## src/clk_gate_pkg.sv

```systemverilog
// constants for the pin and downstream clock gating register block
package clk_gate_pkg;
	localparam int unsigned PIN_COUNT       = 4;
	localparam int unsigned SLOT_COUNT      = 4;
	localparam int unsigned DEV_COUNT       = 5;
	localparam int unsigned CLK_OUT_COUNT   = 10;
	localparam logic [7:0]  DWORD_PIN_ADDR  = 8'h64;
	localparam logic [7:0]  DWORD_CLK_ADDR  = 8'h68;
	localparam logic [7:0]  PIN_DATA_OFS    = 8'h65;
	localparam logic [7:0]  PIN_DIR_OFS     = 8'h66;
	localparam logic [7:0]  PIN_IN_OFS      = 8'h67;
	localparam logic [7:0]  CLK_GATE_OFS    = 8'h68;
	localparam int unsigned DATA_CLR_LSB    = 8;
	localparam int unsigned DATA_SET_LSB    = 12;
	localparam int unsigned DIR_CLR_LSB     = 16;
	localparam int unsigned DIR_SET_LSB     = 20;
	localparam int unsigned IN_LSB          = 28;
	localparam int unsigned DEV_GATE_LSB    = 8;
	localparam int unsigned SELF_GATE_BIT   = 13;
	localparam int unsigned GATE_WIDTH      = 14;
	localparam logic [3:0]  PIN_RESET       = 4'h0;
	localparam logic [13:0] GATE_RESET      = 14'h0000;
	localparam logic [4:0]  SHIFT_LAST      = 5'h0d;
	typedef enum logic [1:0] {
		LD_IDLE  = 2'b00,
		LD_SHIFT = 2'b01,
		LD_DONE  = 2'b11
	} load_state_t;
endpackage

```

## src/clk_gate_cell.sv

```systemverilog
// one downstream clock output gate, held high when stopped
`timescale 1ns/1ps
`default_nettype none
module clk_gate_cell (
	input  wire logic ref_clk,
	input  wire logic nrst,
	input  wire logic src_clk,
	input  wire logic stop,
	output var  logic clk_out
);
	logic stop_q;
	logic stop_d;

	// stop changes only while the source is low, so no runt pulse
	always_comb begin
		stop_d = src_clk ? stop_q : stop;
	end

	always_ff @(posedge ref_clk or negedge nrst) begin
		if (!nrst) begin
			stop_q <= 1'b0;
		end else begin
			stop_q <= stop_d;
		end
	end

	assign clk_out = src_clk | stop_q;
endmodule
`default_nettype wire

```

## src/pin_clock_regs.sv

```systemverilog
// configuration register bank for four general pins and downstream clock gating
`timescale 1ns/1ps
`default_nettype none
// Overview of operation
// - writing one to a data-clear bit drives that pin low when bidirectional
// - writing one to a data-set bit with its data-clear bit zero drives that pin high when bidirectional
// - new pin data appears the clock after the configuration write
// - input-only pins stay undriven whatever data is written
// - zeros written to data set or clear bits leave pin data unchanged
// - data and direction fields read back last write; all reset to zero
// - writing one to a direction-clear bit makes that pin input only
// - writing one to a direction-set bit with its direction-clear bit zero enables its driver with stored data
// - zeros leave direction unchanged; after reset all pins input only
// - sampled pin levels read back in a read-only four-bit field
// - the input field updates four clocks after a pin change
// - reserved bits of the input byte and clock register read zero
// - a slot clock stops high only when both its disable bits are one
// - a slot clock runs while either disable bit is zero
// - bits 8 to 12 each stop one device clock high when set
// - bit 13 stops the fed-back bridge clock high when set
// - a secondary bus reset that starts while no load is running reloads the disable bits from a serial stream
// - each slot field is loaded from that slot's two presence lines
module pin_clock_regs #(
	parameter int unsigned PINS = clk_gate_pkg::PIN_COUNT
) (
	input  wire logic        ref_clk,
	input  wire logic        nrst,
	input  wire logic        cfg_wr,
	input  wire logic        cfg_rd,
	input  wire logic [7:0]  cfg_addr,
	input  wire logic [3:0]  cfg_be_n,
	input  wire logic [31:0] cfg_wdata,
	output var  logic [31:0] cfg_rdata,
	input  wire logic [PINS-1:0] pin_in,
	output var  logic [PINS-1:0] pin_out,
	output var  logic [PINS-1:0] pin_oe,
	input  wire logic        sec_reset,
	input  wire logic        shift_data,
	output var  logic        shift_load,
	output var  logic        shift_clk,
	input  wire logic        sec_clk_src,
	output var  logic [9:0]  sec_clk_out
);
	logic [PINS-1:0] data_q, data_d;
	logic [PINS-1:0] dir_q, dir_d;
	logic [3:0]      dset_q, dset_d, dclr_q, dclr_d;
	logic [3:0]      eset_q, eset_d, eclr_q, eclr_d;
	logic [PINS-1:0] in_s1_q, in_s2_q, in_s3_q, in_q, in_d;
	logic [13:0]     gate_q, gate_d;
	logic [31:0]     rdata_q, rdata_d;
	logic [13:0]     shreg_q, shreg_d;
	logic [4:0]      cnt_q, cnt_d;
	clk_gate_pkg::load_state_t st_q, st_d;
	logic            sck_q, sck_d, sld_q, sld_d;
	logic [1:0]      rst_s_q;
	logic            rst_s3_q, rst_prev_q;
	logic [9:0]      stop;

	function automatic logic lane_hit(input logic [7:0] a, input logic [7:0] dw, input logic [3:0] ben,
		input int unsigned lane);
		lane_hit = (a[7:2] == dw[7:2]) && !ben[lane];
	endfunction

	wire pin_wr  = cfg_wr && (cfg_addr[7:2] == clk_gate_pkg::DWORD_PIN_ADDR[7:2]);
	wire clk_wr  = cfg_wr && (cfg_addr[7:2] == clk_gate_pkg::DWORD_CLK_ADDR[7:2]);
	wire be1_wr  = pin_wr && lane_hit(cfg_addr, clk_gate_pkg::DWORD_PIN_ADDR, cfg_be_n, 1);
	wire be2_wr  = pin_wr && lane_hit(cfg_addr, clk_gate_pkg::DWORD_PIN_ADDR, cfg_be_n, 2);
	wire rst_edge = rst_s3_q && !rst_prev_q;

	always_comb begin
		data_d = data_q;
		dir_d  = dir_q;
		dset_d = dset_q;
		dclr_d = dclr_q;
		eset_d = eset_q;
		eclr_d = eclr_q;
		if (be1_wr) begin
			dset_d = cfg_wdata[clk_gate_pkg::DATA_SET_LSB +: 4];
			dclr_d = cfg_wdata[clk_gate_pkg::DATA_CLR_LSB +: 4];
			data_d = data_q | cfg_wdata[clk_gate_pkg::DATA_SET_LSB +: PINS];
			data_d = data_d & ~cfg_wdata[clk_gate_pkg::DATA_CLR_LSB +: PINS];
		end
		if (be2_wr) begin
			eset_d = cfg_wdata[clk_gate_pkg::DIR_SET_LSB +: 4];
			eclr_d = cfg_wdata[clk_gate_pkg::DIR_CLR_LSB +: 4];
			dir_d = dir_q | cfg_wdata[clk_gate_pkg::DIR_SET_LSB +: PINS];
			dir_d = dir_d & ~cfg_wdata[clk_gate_pkg::DIR_CLR_LSB +: PINS];
		end
	end

	always_ff @(posedge ref_clk or negedge nrst) begin
		if (!nrst) begin
			data_q <= '0;
			dir_q  <= '0;
			dset_q <= clk_gate_pkg::PIN_RESET;
			dclr_q <= clk_gate_pkg::PIN_RESET;
			eset_q <= clk_gate_pkg::PIN_RESET;
			eclr_q <= clk_gate_pkg::PIN_RESET;
		end else begin
			data_q <= data_d;
			dir_q  <= dir_d;
			dset_q <= dset_d;
			dclr_q <= dclr_d;
			eset_q <= eset_d;
			eclr_q <= eclr_d;
		end
	end

	always_ff @(posedge ref_clk or negedge nrst) begin
		if (!nrst) begin
			pin_out <= '0;
			pin_oe  <= '0;
		end else begin
			pin_out <= data_d & dir_d;
			pin_oe  <= dir_d;
		end
	end

	// pins are asynchronous; a change counts once stages two and three agree
	always_comb begin
		in_d = in_q;
		if (in_s2_q == in_s3_q) begin
			in_d = in_s3_q;
		end
	end

	always_ff @(posedge ref_clk or negedge nrst) begin
		if (!nrst) begin
			in_s1_q <= '0;
			in_s2_q <= '0;
			in_s3_q <= '0;
			in_q    <= '0;
		end else begin
			in_s1_q <= pin_in;
			in_s2_q <= in_s1_q;
			in_s3_q <= in_s2_q;
			in_q    <= in_d;
		end
	end

	// serial load of the disable bits, one bit per shift clock pair
	always_comb begin
		st_d    = st_q;
		cnt_d   = cnt_q;
		shreg_d = shreg_q;
		sck_d   = 1'b0;
		sld_d   = 1'b0;
		gate_d  = gate_q;
		if (clk_wr && !cfg_be_n[0]) begin
			gate_d[7:0] = cfg_wdata[7:0];
		end
		if (clk_wr && !cfg_be_n[1]) begin
			gate_d[13:8] = cfg_wdata[13:8];
		end
		unique case (st_q)
			clk_gate_pkg::LD_IDLE: begin
				if (rst_edge) begin
					st_d  = clk_gate_pkg::LD_SHIFT;
					cnt_d = '0;
					sld_d = 1'b1;
				end
			end
			clk_gate_pkg::LD_SHIFT: begin
				sck_d = ~sck_q;
				if (sck_q) begin
					// presence bits arrive slot fields first
					shreg_d = {shift_data, shreg_q[13:1]};
					cnt_d   = cnt_q + 5'd1;
					if (cnt_q == clk_gate_pkg::SHIFT_LAST) begin
						st_d = clk_gate_pkg::LD_DONE;
					end
				end
			end
			clk_gate_pkg::LD_DONE: begin
				gate_d = shreg_q;
				st_d   = clk_gate_pkg::LD_IDLE;
			end
			default: begin
				st_d = clk_gate_pkg::LD_IDLE;
			end
		endcase
	end

	always_ff @(posedge ref_clk or negedge nrst) begin
		if (!nrst) begin
			st_q       <= clk_gate_pkg::LD_IDLE;
			cnt_q      <= '0;
			shreg_q    <= '0;
			sck_q      <= 1'b0;
			sld_q      <= 1'b0;
			gate_q     <= clk_gate_pkg::GATE_RESET;
			rst_s_q    <= '0;
			rst_s3_q   <= 1'b0;
			rst_prev_q <= 1'b0;
		end else begin
			st_q       <= st_d;
			cnt_q      <= cnt_d;
			shreg_q    <= shreg_d;
			sck_q      <= sck_d;
			sld_q      <= sld_d;
			gate_q     <= gate_d;
			rst_s_q    <= {rst_s_q[0], sec_reset};
			rst_s3_q   <= rst_s_q[1];
			rst_prev_q <= rst_s3_q;
		end
	end

	assign shift_clk  = sck_q;
	assign shift_load = sld_q;

	genvar g;
	generate
		for (g = 0; g < 4; g++) begin : g_slot
			assign stop[g] = &gate_q[2*g +: 2];
		end
	endgenerate
	assign stop[8:4] = gate_q[12:8];
	assign stop[9] = gate_q[clk_gate_pkg::SELF_GATE_BIT];

	generate
		for (g = 0; g < 10; g++) begin : g_gate
			clk_gate_cell u_gate (
				.ref_clk (ref_clk),
				.nrst    (nrst),
				.src_clk (sec_clk_src),
				.stop    (stop[g]),
				.clk_out (sec_clk_out[g])
			);
		end
	endgenerate

	always_comb begin
		rdata_d = '0;
		if (cfg_rd && (cfg_addr[7:2] == clk_gate_pkg::DWORD_PIN_ADDR[7:2])) begin
			rdata_d[15:8]  = {dset_q, dclr_q};
			rdata_d[23:16] = {eset_q, eclr_q};
			rdata_d[31:24] = {in_q, 4'h0};
		end else if (cfg_rd && (cfg_addr[7:2] == clk_gate_pkg::DWORD_CLK_ADDR[7:2])) begin
			rdata_d[15:0] = {2'b00, gate_q};
		end
	end

	always_ff @(posedge ref_clk or negedge nrst) begin
		if (!nrst) begin
			rdata_q <= '0;
		end else begin
			rdata_q <= rdata_d;
		end
	end

	assign cfg_rdata = rdata_q;
endmodule
`default_nettype wire

```

## config.mk

```make
export PLATFORM = sky130hd
export DESIGN_NAME = pin_clock_regs
export DESIGN_NICKNAME = d
export VERILOG_FILES = /design/src/clk_gate_pkg.sv /design/src/clk_gate_cell.sv /design/src/pin_clock_regs.sv
export SDC_FILE = /design/constraint.sdc
export NUM_CORES = 1
export LEC_CHECK = 0
export BUFFER_PORTS_ARGS = -buffer_cell sky130_fd_sc_hd__buf_2
export CAP_MARGIN = 20
export CORE_MARGIN = 3
export CORE_UTILIZATION = 58
export CTS_BUF_LIST = sky130_fd_sc_hd__clkbuf_8 sky130_fd_sc_hd__clkbuf_16
export CTS_CLUSTER_DIAMETER = 80
export CTS_CLUSTER_SIZE = 20
export DETAILED_ROUTE_END_ITERATION = 8
export PLACE_DENSITY_LB_ADDON = 0.12
export SLEW_MARGIN = 20
export SYNTH_ARGS = -nofsm -noshare
export SYNTH_HDL_FRONTEND = slang
export SYNTH_SLANG_ARGS = --single-unit
```

## constraint.sdc

```tcl
create_clock -name ref_clk -period 2.7 [get_ports ref_clk]
set_input_delay 0.135 -clock ref_clk [delete_from_list [all_inputs] [get_ports ref_clk]]
set_output_delay 0.135 -clock ref_clk [all_outputs]
set_load 0.03 [all_outputs]
```

==> impl_metrics.env <==
export IMPL_cts_setup_buffers=0
export IMPL_area_delta_synth_final_pct=29.8
export IMPL_cts_hold_buf=32
export IMPL_clk_pin_slew_ns=0.05
export IMPL_root_buffer="clkbuf_8"
export IMPL_antenna_found_initial=0
export IMPL_drv_slew=0
export IMPL_wl_per_cell_um=15.8
export IMPL_worst_ep_arrival_time_ns=2.16
export IMPL_hold_viol=0
export IMPL_critPathKind="reg -> reg"
export IMPL_power_mw=5.51
export IMPL_power_density_nw_per_um2=888
export IMPL_grt_overflow=0
export IMPL_endpoint_kind="flop"
export IMPL_yosysMostFrequentCell="dfrtp_1"
export IMPL_synth_warnings=0
export IMPL_track_usage=0.219
export IMPL_grt_pass1_wl_mm=16.4
export IMPL_seqCellArea_sq_um=3080
export IMPL_maxCapViolCount=0
export IMPL_met1_length_mm=4.09
export IMPL_synth_seq_cells=123
export IMPL_final_core_util=0.791
export IMPL_wl_mm=9.60
export IMPL_cts_tree="done"
export IMPL_fillCellCount=463
export IMPL_synth_edff_count=0
export IMPL_antennaDiodeCount=0
export IMPL_syn_area_per_cell_sq_um=12.9
export IMPL_async_reset_ff_frac=1.00
export IMPL_io_pins=107
export IMPL_path_max_fanout=17
export IMPL_clk_path_buf_depth=2
export IMPL_synth_top_area_share=0.643
export IMPL_cts_made_buffers=17
export IMPL_wl_met3_um=467
export IMPL_die_w_um=96.8
export IMPL_port_buffers=91
export IMPL_synth_common_cells="dfrtp_1, nand2_1, mux2_2, and2_1, or2_2"
export IMPL_coreArea_sq_um=7850
export IMPL_seq_area_frac_synth=0.643
export IMPL_insertion_delay_ns=0.49
export IMPL_syn_area_sq_um=4780
export IMPL_cts_resized=0
export IMPL_top_layer_used="met4"
export IMPL_dp_hpwl_mm=6.18
export IMPL_setup_violations=0
export IMPL_std_cell_rows=32
export IMPL_synth_ff_type="dfrtp_1"
export IMPL_clock_sinks=123
export IMPL_critPathLaunchType="flop"
export IMPL_leakagePower_nw=3.23
export IMPL_critPathSlowestCell="or4b_1"
export IMPL_synth_top_cells_by_area="dfrtp_1, mux2_2, nand2_1"
export IMPL_max_freq_mhz=560
export IMPL_min_period_ns=1.79
export IMPL_multiInputGateArea_sq_um=1540
export IMPL_required_ns=3.07
export IMPL_routed_via_density=5.24
export IMPL_syn_inst=371
export IMPL_hp_class="in -> reg"
export IMPL_final_cell_area_sq_um=6210
export IMPL_htree_levels=4
export IMPL_drtIter0Drc=171
export IMPL_cpPeakStageDelay_ns=0.63
export IMPL_fin_tns_setup_ns=0
export IMPL_grt_pass1_vias=3337
export IMPL_vias=3192
export IMPL_die_height_um=96.8
export IMPL_first_pass_iters=4
export IMPL_rsz0062_at_grt="false"
export IMPL_ant_nets=0
export IMPL_worst_slew_pin_slew_ns=0.664
export IMPL_max_slew_margin_rel=0.557
export IMPL_grt_max_degree=48
export IMPL_nets=551
export IMPL_synth_top_area_cell="dfrtp_1"
export IMPL_synthDistinctLibCells=40
export IMPL_gp_congestion=0.770
export IMPL_floorplan_initialDensity=0.610
export IMPL_dpl_cell_area_sq_um=5280
export IMPL_ir_drop_mv=0.682
export IMPL_drive_above_1_share=0.369
export IMPL_path_cells="nand2_1 > buf_4 > or4b_1 > o221a_1"
export IMPL_dieArea_sq_um=9380
export IMPL_finalCritPeriodShare=0.661
export IMPL_drc_errors=0
export IMPL_finClkSkew_ns=0.00966
export IMPL_status="complete, no violations"
export IMPL_wl_met2_mm=4.92
export IMPL_rrSetupSlack_ns=0.91
cell type report:
class / count / area share
timing repair buffer: 130 / 0.136
sequential: 123 / 0.496
clock buffer: 18 / 0.0689
tap: 102 / 0.0205
inverter: 5 / 0.00302
multi-input combinational: 217 / 0.247
clock inverter: 14 / 0.0288
final timing paths:
kind                                           start                      end  cells after the start
worst min-delay path                   cfg_wdata[19]      pin_oe[3]$_DFF_PN0_                      3
worst min register to register  in_s1_q[1]$_DFF_PN0_     in_s2_q[1]$_DFF_PN0_                      0
worst max-delay path             st_q[0]$_DFFE_PN0P_    gate_q[5]$_DFFE_PN0P_                      4
min in group asynchronous                       nrst      in_q[0]$_DFFE_PN0N_                      2
worst max register to register   st_q[0]$_DFFE_PN0P_    gate_q[5]$_DFFE_PN0P_                      4
max in group asynchronous                       nrst  cfg_rdata[13]$_DFF_PN0_                      3
where the power goes:
part | switching (mW) | internal, mW
sequential | 0.236 | 2.18
combinational | 0.459 | 0.374
clock | 0.756 | 1.51
cell usage in the layout, fill, tap and decap left out, drive strengths merged, types with 2 or more instances in the layout:
master	n
a2111oi	4
a21o	4
a21oi	5
a22o	6
a31oi	8
and2	23
and3	4
and4bb	2
buf	98
bufinv	4
clkbuf	18
clkinv	5
clkinvlp	3
conb	4
dfrtp	123
dlygate4sd3	32
ha	2
inv	7
mux2	34
nand2	55
nand2b	3
nand3	3
nand4	2
nor2	6
o21ai	6
o221a	8
o31ai	2
or2	18
or4b	2
xnor2	5
critical path: cells and delay by family (launching register included):
kind / cells / cell delay (ns)
AOI/OAI and AO/OA: 1 / 0.31
buffers and inverters: 1 / 0.22
DFF: 1 / 0.41
and+or+nand+nor: 2 / 0.71
sequential cells by signal (all words and copies together), names as in the netlist:
signal	cells
rst_s_q	2
pin_oe	4
dclr_q	4
rst_prev_q	1
in_q	4
in_s1_q	4
shift_clk	1
eclr_q	4
rst_s3_q	1
data_q	4
shreg_q	14
dset_q	4
shift_load	1
st_q	2
in_s3_q	4
g_gate.u_gate.stop_q	10
cnt_q	5
cfg_rdata	28
eset_q	4
pin_out	4
in_s2_q	4
gate_q	14
routing by layer:
metal | track usage | up-vias
met5 | 0 | -
met4 | 0.0778 | 0
met3 | 0.0663 | 11
met2 | 0.351 | 89
met1 | 0.284 | 1576
li1 | - | 1516
cells by family after synthesis:
| kind of cell | synth area share |
|---|---|
| flops | 0.643 |
| fa+ha+maj | 0.00523 |
| simple gates | 0.145 |
| other cells | 0.000784 |
| compound gates | 0.0753 |
| mux | 0.0821 |
| buf+inv | 0.0392 |
| xor+xnor | 0.00915 |
per-stage QoR:
stage / hold WS, ns / std cells / setup slack [ns]
global placement: 0.169 / 545 / 0.884
floorplan: -0.161 / 374 / 1.15
CTS: 0.00796 / 609 / 0.900
detailed placement: 0.168 / 545 / 0.883
global route: 0.0240 / 609 / 0.832
finish: 0.0289 / 609 / 0.914
Note: power is estimated with default switching activity, not from simulation.
